**config.mk**
```make
export PLATFORM = sky130hd
export DESIGN_NAME = dlg_store_ctrl
export DESIGN_NICKNAME = d
export VERILOG_FILES = /design/src/rtl/dlg_pkg.sv /design/src/rtl/dlg_store_ctrl.sv
export SDC_FILE = /design/constraint.sdc
export NUM_CORES = 1
export LEC_CHECK = 0
export BUFFER_PORTS_ARGS = -buffer_cell sky130_fd_sc_hd__buf_2
export CAP_MARGIN = 20
export CORE_UTILIZATION = 54
export CTS_CLUSTER_SIZE = 30
export DETAILED_ROUTE_END_ITERATION = 16
export PLACE_DENSITY = 0.77
export SKIP_LAST_GASP = 1
export SYNTH_ARGS = -nofsm -noshare
export SYNTH_HDL_FRONTEND = slang
export SYNTH_SLANG_ARGS = --single-unit
```
**constraint.sdc**
```tcl
create_clock -name clk_sys -period 4.3 [get_ports clk_sys]
set_input_delay 0.86 -clock clk_sys [delete_from_list [all_inputs] [get_ports clk_sys]]
set_output_delay 0.86 -clock clk_sys [all_outputs]
set_load 0.02 [all_outputs]
```
**src/rtl/dlg_pkg.sv**
```systemverilog
// Package: register map, field layouts and codes of the data logger store control block
package dlg_pkg;

	localparam int ADDR_W = 8;

	// Register byte addresses
	localparam logic [ADDR_W-1:0] OFF_STATUS     = 8'h00;
	localparam logic [ADDR_W-1:0] OFF_CONTROL    = 8'h04;
	localparam logic [ADDR_W-1:0] OFF_STORE_CODE = 8'h08;
	localparam logic [ADDR_W-1:0] OFF_ERROR_CODE = 8'h0c;
	localparam logic [ADDR_W-1:0] OFF_REC_COUNT  = 8'h10;
	localparam logic [ADDR_W-1:0] OFF_REC_LIMIT  = 8'h14;
	localparam logic [ADDR_W-1:0] OFF_IRQ_STATUS = 8'h18;
	localparam logic [ADDR_W-1:0] OFF_IRQ_ENABLE = 8'h1c;
	localparam logic [ADDR_W-1:0] OFF_IRQ_CLEAR  = 8'h20;

	// Status register bit positions
	localparam int ST_CARD_PRESENT = 0;
	localparam int ST_STORING      = 1;
	localparam int ST_CARD_ERROR   = 2;
	localparam int ST_LIMIT        = 3;
	localparam int ST_PARAMS_VALID = 4;

	// Control register bit positions
	localparam int CT_RECORD_EN    = 0;
	localparam int CT_STORE_ACT    = 1;
	localparam int CT_CYCLIC       = 2;

	// Interrupt event bit positions
	localparam int EV_STORE_DONE   = 0;
	localparam int EV_CARD_ERROR   = 1;
	localparam int EV_LIMIT        = 2;
	localparam int EV_CARD_CHANGE  = 3;
	localparam int EV_W            = 4;

	// Store control codes
	localparam logic [15:0] CODE_STORE_REQ = 16'h5aa5;
	localparam logic [15:0] CODE_DONE      = 16'h0000;

	// Reset values
	localparam logic [31:0] REC_LIMIT_RST  = 32'h0000_0000;
	localparam logic [15:0] ERR_CODE_RST   = 16'h0000;

	typedef enum logic [1:0] {
		DLG_IDLE,
		DLG_STORE
	} dlg_state_e;

	// Request to the card writer and its answer
	typedef struct packed {
		logic start;
	} dlg_store_req_s;

	typedef struct packed {
		logic        done;
		logic        fail;
		logic [15:0] code;
	} dlg_store_rsp_s;

endpackage : dlg_pkg

```
**src/rtl/dlg_store_ctrl.sv**
```systemverilog
// Module: data logger store control and status register bank on classic Wishbone
//
// Decided for this implementation: the Wishbone register port and the register addresses.
`timescale 1ns/1ps

// Overview of operation
// - Card present flag mirrors card detect
// - Storing flag high during card write
// - Card error flag set on failure
// - Latch last failure code for software
// - Record only while record enable set
// - Hardware never clears record enable
// - Limit flag on count limit or cyclic
// - Code 5AA5 requests store, 0 done
// - Store starts on activate rising edge
// - Params valid flag after parameter load
// - 32-bit record counter increments per record
// - Writes to read-only items ignored
// - Auto store on limit or count reached
module dlg_store_ctrl (
	// Clock and reset
	input  wire logic                       clk_sys,
	input  wire logic                       reset_n,
	// Wishbone slave
	input  wire logic                       wb_cyc_i,
	input  wire logic                       wb_stb_i,
	input  wire logic                       wb_we_i,
	input  wire logic [dlg_pkg::ADDR_W-1:0] wb_adr_i,
	input  wire logic [3:0]                 wb_sel_i,
	input  wire logic [31:0]                wb_dat_i,
	output logic      [31:0]                wb_dat_o,
	output logic                            wb_ack_o,
	output logic                            wb_err_o,
	// Card pins, asynchronous
	input  wire logic                       card_detect,
	// Logger core, same clock
	input  wire logic                       sample_strobe,
	input  wire logic                       params_loaded,
	output logic                            recording,
	// Card writer, same clock
	output dlg_pkg::dlg_store_req_s         store_req,
	input  wire dlg_pkg::dlg_store_rsp_s    store_rsp,
	// Interrupt
	output logic                            irq
);

	////////////////////////////////////////////////////////////////////////////////
	// Card detect synchroniser

	logic card_meta_q;
	logic card_sync_q;
	logic card_prev_q;

	always_ff @(posedge clk_sys or negedge reset_n) begin
		if (!reset_n) begin
			card_meta_q <= 1'b0;
			card_sync_q <= 1'b0;
			card_prev_q <= 1'b0;
		end else begin
			card_meta_q <= card_detect;
			card_sync_q <= card_meta_q;
			card_prev_q <= card_sync_q;
		end
	end

	////////////////////////////////////////////////////////////////////////////////
	// Bus decode

	logic        ack_q;
	logic [31:0] rdata_q;
	logic        err_q;

	wire         bus_req   = wb_cyc_i & wb_stb_i & ~ack_q & ~err_q;
	wire         addr_ok   = (wb_adr_i == dlg_pkg::OFF_STATUS)
		| (wb_adr_i == dlg_pkg::OFF_CONTROL)    | (wb_adr_i == dlg_pkg::OFF_STORE_CODE)
		| (wb_adr_i == dlg_pkg::OFF_ERROR_CODE) | (wb_adr_i == dlg_pkg::OFF_REC_COUNT)
		| (wb_adr_i == dlg_pkg::OFF_REC_LIMIT)  | (wb_adr_i == dlg_pkg::OFF_IRQ_STATUS)
		| (wb_adr_i == dlg_pkg::OFF_IRQ_ENABLE) | (wb_adr_i == dlg_pkg::OFF_IRQ_CLEAR);
	wire         wr        = bus_req & wb_we_i & addr_ok;
	// Only writable offsets are decoded for writes; read-only ones fall through
	wire         wr_ctrl   = wr & (wb_adr_i == dlg_pkg::OFF_CONTROL);
	wire         wr_code   = wr & (wb_adr_i == dlg_pkg::OFF_STORE_CODE);
	wire         wr_limit  = wr & (wb_adr_i == dlg_pkg::OFF_REC_LIMIT);
	wire         wr_ien    = wr & (wb_adr_i == dlg_pkg::OFF_IRQ_ENABLE);
	wire         wr_iclr   = wr & (wb_adr_i == dlg_pkg::OFF_IRQ_CLEAR);

	function automatic logic [31:0] merge(input logic [31:0] old, input logic [31:0] nw,
		input logic [3:0] sel);
		logic [31:0] r;
		r = old;
		for (int i = 0; i < 4; i++) begin
			if (sel[i]) begin
				r[i*8 +: 8] = nw[i*8 +: 8];
			end
		end
		return r;
	endfunction : merge

	////////////////////////////////////////////////////////////////////////////////
	// Control registers

	logic        rec_en_q;
	logic        act_q;
	logic        act_prev_q;
	logic        cyclic_q;
	logic [15:0] code_q;
	logic [15:0] code_d;
	logic [31:0] limit_q;
	localparam int EV_W_L = dlg_pkg::EV_W;
	logic [EV_W_L-1:0] ien_q;

	wire  [31:0] ctrl_new  = merge({29'h0, cyclic_q, act_q, rec_en_q}, wb_dat_i, wb_sel_i);

	// Record enable only changes by software write
	always_ff @(posedge clk_sys or negedge reset_n) begin
		if (!reset_n) begin
			rec_en_q   <= 1'b0;
			act_q      <= 1'b0;
			act_prev_q <= 1'b0;
			cyclic_q   <= 1'b0;
			limit_q    <= dlg_pkg::REC_LIMIT_RST;
			ien_q      <= '0;
		end else begin
			act_prev_q <= act_q;
			if (wr_ctrl) begin
				rec_en_q <= ctrl_new[dlg_pkg::CT_RECORD_EN];
				act_q    <= ctrl_new[dlg_pkg::CT_STORE_ACT];
				cyclic_q <= ctrl_new[dlg_pkg::CT_CYCLIC];
			end
			if (wr_limit) begin
				limit_q <= merge(limit_q, wb_dat_i, wb_sel_i);
			end
			if (wr_ien) begin
				ien_q <= wb_dat_i[EV_W_L-1:0];
			end
		end
	end

	////////////////////////////////////////////////////////////////////////////////
	// Recording and limit

	logic [31:0] count_q;
	logic        limit_hit_q;
	logic        limit_prev_q;
	logic        params_q;

	wire         rec_take  = rec_en_q & sample_strobe;
	wire         count_met = (limit_q != 32'h0) & (count_q >= limit_q);
	wire         limit_now = count_met | cyclic_q;

	assign recording = rec_en_q;

	always_ff @(posedge clk_sys or negedge reset_n) begin
		if (!reset_n) begin
			count_q      <= 32'h0;
			limit_hit_q  <= 1'b0;
			limit_prev_q <= 1'b0;
			params_q     <= 1'b0;
		end else begin
			if (rec_take) begin
				count_q <= count_q + 32'h1;
			end
			limit_hit_q  <= limit_now;
			limit_prev_q <= limit_hit_q;
			if (params_loaded) begin
				params_q <= 1'b1;
			end
		end
	end

	////////////////////////////////////////////////////////////////////////////////
	// Store sequencer

	dlg_pkg::dlg_state_e state_q;
	dlg_pkg::dlg_state_e state_d;
	logic                err_flag_q;
	logic [15:0]         err_code_q;

	wire code_req  = (code_q == dlg_pkg::CODE_STORE_REQ);
	wire sw_start  = act_q & ~act_prev_q & code_req;
	wire auto_go   = limit_hit_q & ~limit_prev_q & code_req;
	wire idle      = (state_q == dlg_pkg::DLG_IDLE);
	wire start     = idle & (sw_start | auto_go) & card_sync_q;
	wire finish    = ~idle & (store_rsp.done | store_rsp.fail);

	always_comb begin
		state_d = state_q;
		unique case (state_q)
			dlg_pkg::DLG_IDLE:  if (start)  state_d = dlg_pkg::DLG_STORE;
			dlg_pkg::DLG_STORE: if (finish) state_d = dlg_pkg::DLG_IDLE;
			// Unused encodings fall back to idle
			default:            state_d = dlg_pkg::DLG_IDLE;
		endcase
	end

	wire [31:0] code_new = merge({16'h0, code_q}, wb_dat_i, wb_sel_i);

	// Completion clears the code in the same cycle the state drops
	always_comb begin
		code_d = code_q;
		if (wr_code) begin
			code_d = code_new[15:0];
		end
		if (finish) begin
			code_d = dlg_pkg::CODE_DONE;
		end
	end

	assign store_req.start = start;

	always_ff @(posedge clk_sys or negedge reset_n) begin
		if (!reset_n) begin
			state_q    <= dlg_pkg::DLG_IDLE;
			code_q     <= dlg_pkg::CODE_DONE;
			err_flag_q <= 1'b0;
			err_code_q <= dlg_pkg::ERR_CODE_RST;
		end else begin
			state_q <= state_d;
			code_q  <= code_d;
			if (finish & store_rsp.fail) begin
				err_flag_q <= 1'b1;
				err_code_q <= store_rsp.code;
			end else if (start) begin
				err_flag_q <= 1'b0;
			end
		end
	end

	////////////////////////////////////////////////////////////////////////////////
	// Interrupts

	logic [EV_W_L-1:0] ist_q;
	wire  [EV_W_L-1:0] ev;

	assign ev[dlg_pkg::EV_STORE_DONE]  = finish & store_rsp.done & ~store_rsp.fail;
	assign ev[dlg_pkg::EV_CARD_ERROR]  = finish & store_rsp.fail;
	assign ev[dlg_pkg::EV_LIMIT]       = limit_hit_q & ~limit_prev_q;
	assign ev[dlg_pkg::EV_CARD_CHANGE] = card_sync_q ^ card_prev_q;

	wire [EV_W_L-1:0] iclr = wr_iclr ? wb_dat_i[EV_W_L-1:0] : '0;

	// Set wins over a clear in the same cycle
	always_ff @(posedge clk_sys or negedge reset_n) begin
		if (!reset_n) begin
			ist_q <= '0;
		end else begin
			ist_q <= (ist_q & ~iclr) | ev;
		end
	end

	assign irq = |(ist_q & ien_q);

	////////////////////////////////////////////////////////////////////////////////
	// Read mux and answer

	wire [31:0] status_w = {27'h0, params_q, limit_hit_q, err_flag_q,
		~idle, card_sync_q};

	logic [31:0] rmux;
	always_comb begin
		unique case (wb_adr_i)
			dlg_pkg::OFF_STATUS:     rmux = status_w;
			dlg_pkg::OFF_CONTROL:    rmux = {29'h0, cyclic_q, act_q, rec_en_q};
			dlg_pkg::OFF_STORE_CODE: rmux = {16'h0, code_q};
			dlg_pkg::OFF_ERROR_CODE: rmux = {16'h0, err_code_q};
			dlg_pkg::OFF_REC_COUNT:  rmux = count_q;
			dlg_pkg::OFF_REC_LIMIT:  rmux = limit_q;
			dlg_pkg::OFF_IRQ_STATUS: rmux = {{(32-EV_W_L){1'b0}}, ist_q};
			dlg_pkg::OFF_IRQ_ENABLE: rmux = {{(32-EV_W_L){1'b0}}, ien_q};
			default:                 rmux = 32'h0;
		endcase
	end

	always_ff @(posedge clk_sys or negedge reset_n) begin
		if (!reset_n) begin
			ack_q   <= 1'b0;
			err_q   <= 1'b0;
			rdata_q <= 32'h0;
		end else begin
			ack_q   <= bus_req & addr_ok;
			err_q   <= bus_req & ~addr_ok;
			rdata_q <= (bus_req & ~wb_we_i) ? rmux : 32'h0;
		end
	end

	assign wb_ack_o = ack_q;
	assign wb_err_o = err_q;
	assign wb_dat_o = rdata_q;

endmodule : dlg_store_ctrl

```
==> reports/qor_table.md <==
| Parameter | This run |
|---|---|
| Outcome | finished, final reports clean |
| Post-synthesis sequential area ratio | 52.0% |
| Mean instance size in the synthesized netlist | 11.1 um^2 |
| Post-route setup slack | 1.27 ns |
| Classification of the worst-slack hold path | reg2reg |
| Clock tree from TritonCTS | built |
| Die X-Extent | 118 um |
| Area of the core region | 12800 um^2 |
| Total setup violations reported at the end of the flow | 0 |
| Number of hold buffers added after cts | 0 |
| Total clock buffers created by CTS | 17 |
| Detailed Routing Iterations Pass 1 | 5 |
| Count of standard-cell rows | 41 |
| Worst path cell trace | nor4b_1, nand2_1, or4_1, inv_1, buf_2 |
| Synth top area cells | sky130_fd_sc_hd__dfrtp_1, sky130_fd_sc_hd__mux2_2, sky130_fd_sc_hd__ha_1 |
| Hold worst-path end | card_sync_q |
| Final cycle utilization of the critical path | 70.6% |
| Standby leakage power | 4.03 nW |
| Main synth FF type | sky130_fd_sc_hd__dfrtp_1 |
| Count of cell types in the netlist | 55 |
| Clock tree root buffer cell | sky130_fd_sc_hd__clkbuf_16 |
| Via density | 5.99 |
| Post-synthesis instance area | 7210 um^2 |
| Endpoint of the worst register-to-register path | limit_q[28] |
| Wirelength, routed | 17.9 mm |
| Maximum level of the CTS H-tree | 4 |
| Number of vias in the routed layout | 5640 |
| Startpoint type of the worst setup path | register |
| Worst Hold Path Cells | 0 |
| Critical path fanouts, max | 5 |
| TritonCTS sink count | 150 |
| HPWL reported at the end of detailed placement | 12.7 mm |
| CP required | 3.44 ns |
| Arrival time at the worst endpoint | 2.17 ns |
| Insertion delay of the later-clocked pin in the worst-skew pair | 0.43 ns |
| Number of post-CTS setup repair buffers | 0 |
| Largest net degree at the start of global routing | 103 |
| Count of final max-slew check failures | 0 |
| Number of global-route vias before repair | 5846 |
| Classification of the worst setup path | reg2out |
| Pre-CTS worst setup slack | 1.13 ns |
| Highest clock rate | 330 MHz |
| GR Overflow Total | 0 |
| Bufs on Longest Clock Path | 2 |
| Synthesized net count | 750 |
| Count of nets left with antenna violations after detail routing | 0 |
| Number of inserted diodes | 0 |
| Total of cells resized after clock tree synthesis | 0 |
| Proportion of layout cells with a drive suffix above 1 | 29.7% |
| PwrDens | 367 nW/um^2 |
| Count of flip-flops with a built-in enable after synthesis | 0 |
| Count of max-cap constraint violations | 0 |
| Actual transition at the worst max-transition pin | 0.951 ns |
| Peak ir drop on the vdd network | 0.000286 V |
| Slowest cell on crit path | sky130_fd_sc_hd__or4_1 |
| Crit path max-delay family | simple AND/OR/NAND/NOR gates |
| Global router's overall resource usage | 27.6% |
| Area of the die | 13800 um^2 |
| Layout Nets | 861 |
| Unrepaired setup endpoints after global routing | false |
| Worst min-delay path startpoint | card_meta_q |
| Crit path largest cell delay | 0.58 ns |
| Antenna violations before repair | 0 |
| Library cell with the largest summed area after synthesis | sky130_fd_sc_hd__dfrtp_1 |
| Gp weighted congestion | 0.910 |
| Worst reg2reg path depth | 5 |
| Number of warnings reported in the yosys synthesis log | 0 |
| Top cell type's share of synthesized area | 52.0% |
| Crit path time final | 3.03 ns |
| Clk_skew | 0.00828 ns |
| Routed wirelength normalized by instance count | 19.0 um |
| Total I/O pin count | 107 |
| Final Hold Viols | 0 |
| CTS clk-pin slew, worst paths | 0.06 ns |
| First DRT Iteration DRCs | 459 |
| Starting Density | 56.2% |
| Accumulated negative setup slack | 0 ns |
| Max_slew headroom | 36.3% |
| Startpoint of the lowest-slack register-to-register path | wb_ack_o |
| Height of the die | 118 um |
| Number of input and output port buffers inserted | 106 |
| Synth async-reset ratio | 100% |
| Area growth, synth to finish | 18.3% |
| First-pass GRT wire length | 29.8 mm |
| Worst path bufs/invs | 2 |
| Count of mapped cells out of synthesis | 647 |
| Worst setup slack for register-to-register paths | 1.79 ns |
| Detailed-route DRC error count | 0 |
| Post-synthesis sequential element count | 150 |
| Kind of capture point of the worst setup path | primary output |
-- flip-flops by register name, summed over array words and instances, names as in the netlist --
signal,flops
count_q,32
limit_q,32
wb_dat_o,32
code_q,16
err_code_q,16
ien_q,4
ist_q,4
act_prev_q,1
act_q,1
card_meta_q,1
card_prev_q,1
card_sync_q,1
cyclic_q,1
err_flag_q,1
limit_hit_q,1
limit_prev_q,1
params_q,1
recording,1
state_q,1
wb_ack_o,1
wb_err_o,1
-- power by group --
| part | switching [mW] | internal (mW) | total [mW] |
|---|---|---|---|
| Combinational | 0.0768 | 0.0563 | 0.133 |
| Clock | 0.585 | 0.956 | 1.54 |
| Sequential | 0.0218 | 1.44 | 1.46 |
| Total | 0.684 | 2.45 | 3.13 |
-- per-layer routing --
layer	global-route usage, %	share of wire, %
met1	35.8	43
met2	45.6	49
met3	6.25	5.7
met4	9.62	2.1
met5	0	0
-- cell type report --
type	count	area, um^2
clock buffers	20	467
clock inverters	11	149
fillers	986	4290
inverters	38	143
multi-input cells	438	3210
flip-flops and latches	150	3750
well taps	172	215
repair buffers	113	597
-- Yosys cell counts, drive strengths merged (4+ instances only) --
cell type and instances:
dfrtp 150, nand2 68, mux2 56, a22oi 45, a21oi 42, inv 38, nor2 35, ha 33
xnor2 24, nand3 17, nand4 15, buf 13, and3 10, nor4 9, clkbuf 8, o21ai 8
xor2 8, a21o 6, and2 5, and4 5, nor3 5, or4 5, a222oi 4, a31oi 4
-- cells by family after synthesis --
family | after synthesis | share of synthesized area (%)
adder cells (fa/ha/maj) | 33 | 5.72
AND/OR/NAND/NOR | 191 | 14.0
AO/OA/AOI/OAI | 123 | 11.7
flip-flops | 150 | 52.0
buffers and inverters | 59 | 3.47
XOR/XNOR | 32 | 3.89
multiplexers | 59 | 9.16
-- metrics by stage --
stage | std cells | area [um^2] | hold slack [ns] | util, % | power [mW]
after CTS | 941 | 8520 | 0.349 | 66.4 | 3.15
after global placement | 910 | 7910 | 0.332 | 61.6 | 1.61
after global routing | 942 | 8540 | 0.360 | 66.6 | 3.22
after floorplan | 647 | 7210 | 0.331 | - | 1.53
final | 942 | 8540 | 0.348 | 66.6 | 3.13
after detailed placement | 910 | 7910 | 0.335 | 61.6 | 1.62
-- worst max path at each step --
stage / from / end / slack [ns] / cells after the start
4_1_cts: state_q[0] / store_req / 1.26 / 5
3_3_place_gp: wb_adr_i[5] / limit_q[28] / 1.21 / 7
3_5_place_dp: wb_adr_i[5] / code_q[3] / 1.13 / 6
2_1_floorplan: wb_adr_i[1] / wb_dat_o[3] / 2.00 / 5
5_1_grt: state_q[0] / store_req / 1.17 / 5
6_report: state_q[0] / store_req / 1.27 / 5
-- cell usage in the layout, fill, tap and decap left out, types with 5 or more instances in the layout --
master and n:
sky130_fd_sc_hd__nand2_2 12, sky130_fd_sc_hd__nor2_1 34, sky130_fd_sc_hd__buf_4 6, sky130_fd_sc_hd__a21oi_2 8
sky130_fd_sc_hd__xnor2_1 24, sky130_fd_sc_hd__and3_1 9, sky130_fd_sc_hd__nand4_1 15, sky130_fd_sc_hd__nor3_1 5
sky130_fd_sc_hd__clkbuf_16 17, sky130_fd_sc_hd__o21ai_0 8, sky130_fd_sc_hd__buf_2 105, sky130_fd_sc_hd__inv_1 38
sky130_fd_sc_hd__a21o_1 6, sky130_fd_sc_hd__dfrtp_1 150, sky130_fd_sc_hd__and2_1 5, sky130_fd_sc_hd__a22oi_1 45
sky130_fd_sc_hd__a21oi_1 34, sky130_fd_sc_hd__nand3_1 17, sky130_fd_sc_hd__nor4_1 8, sky130_fd_sc_hd__mux2_2 55
sky130_fd_sc_hd__nand2_1 56, sky130_fd_sc_hd__xor2_1 8, sky130_fd_sc_hd__ha_1 33, sky130_fd_sc_hd__and4_1 5
Power figures use the tool's default switching activity.
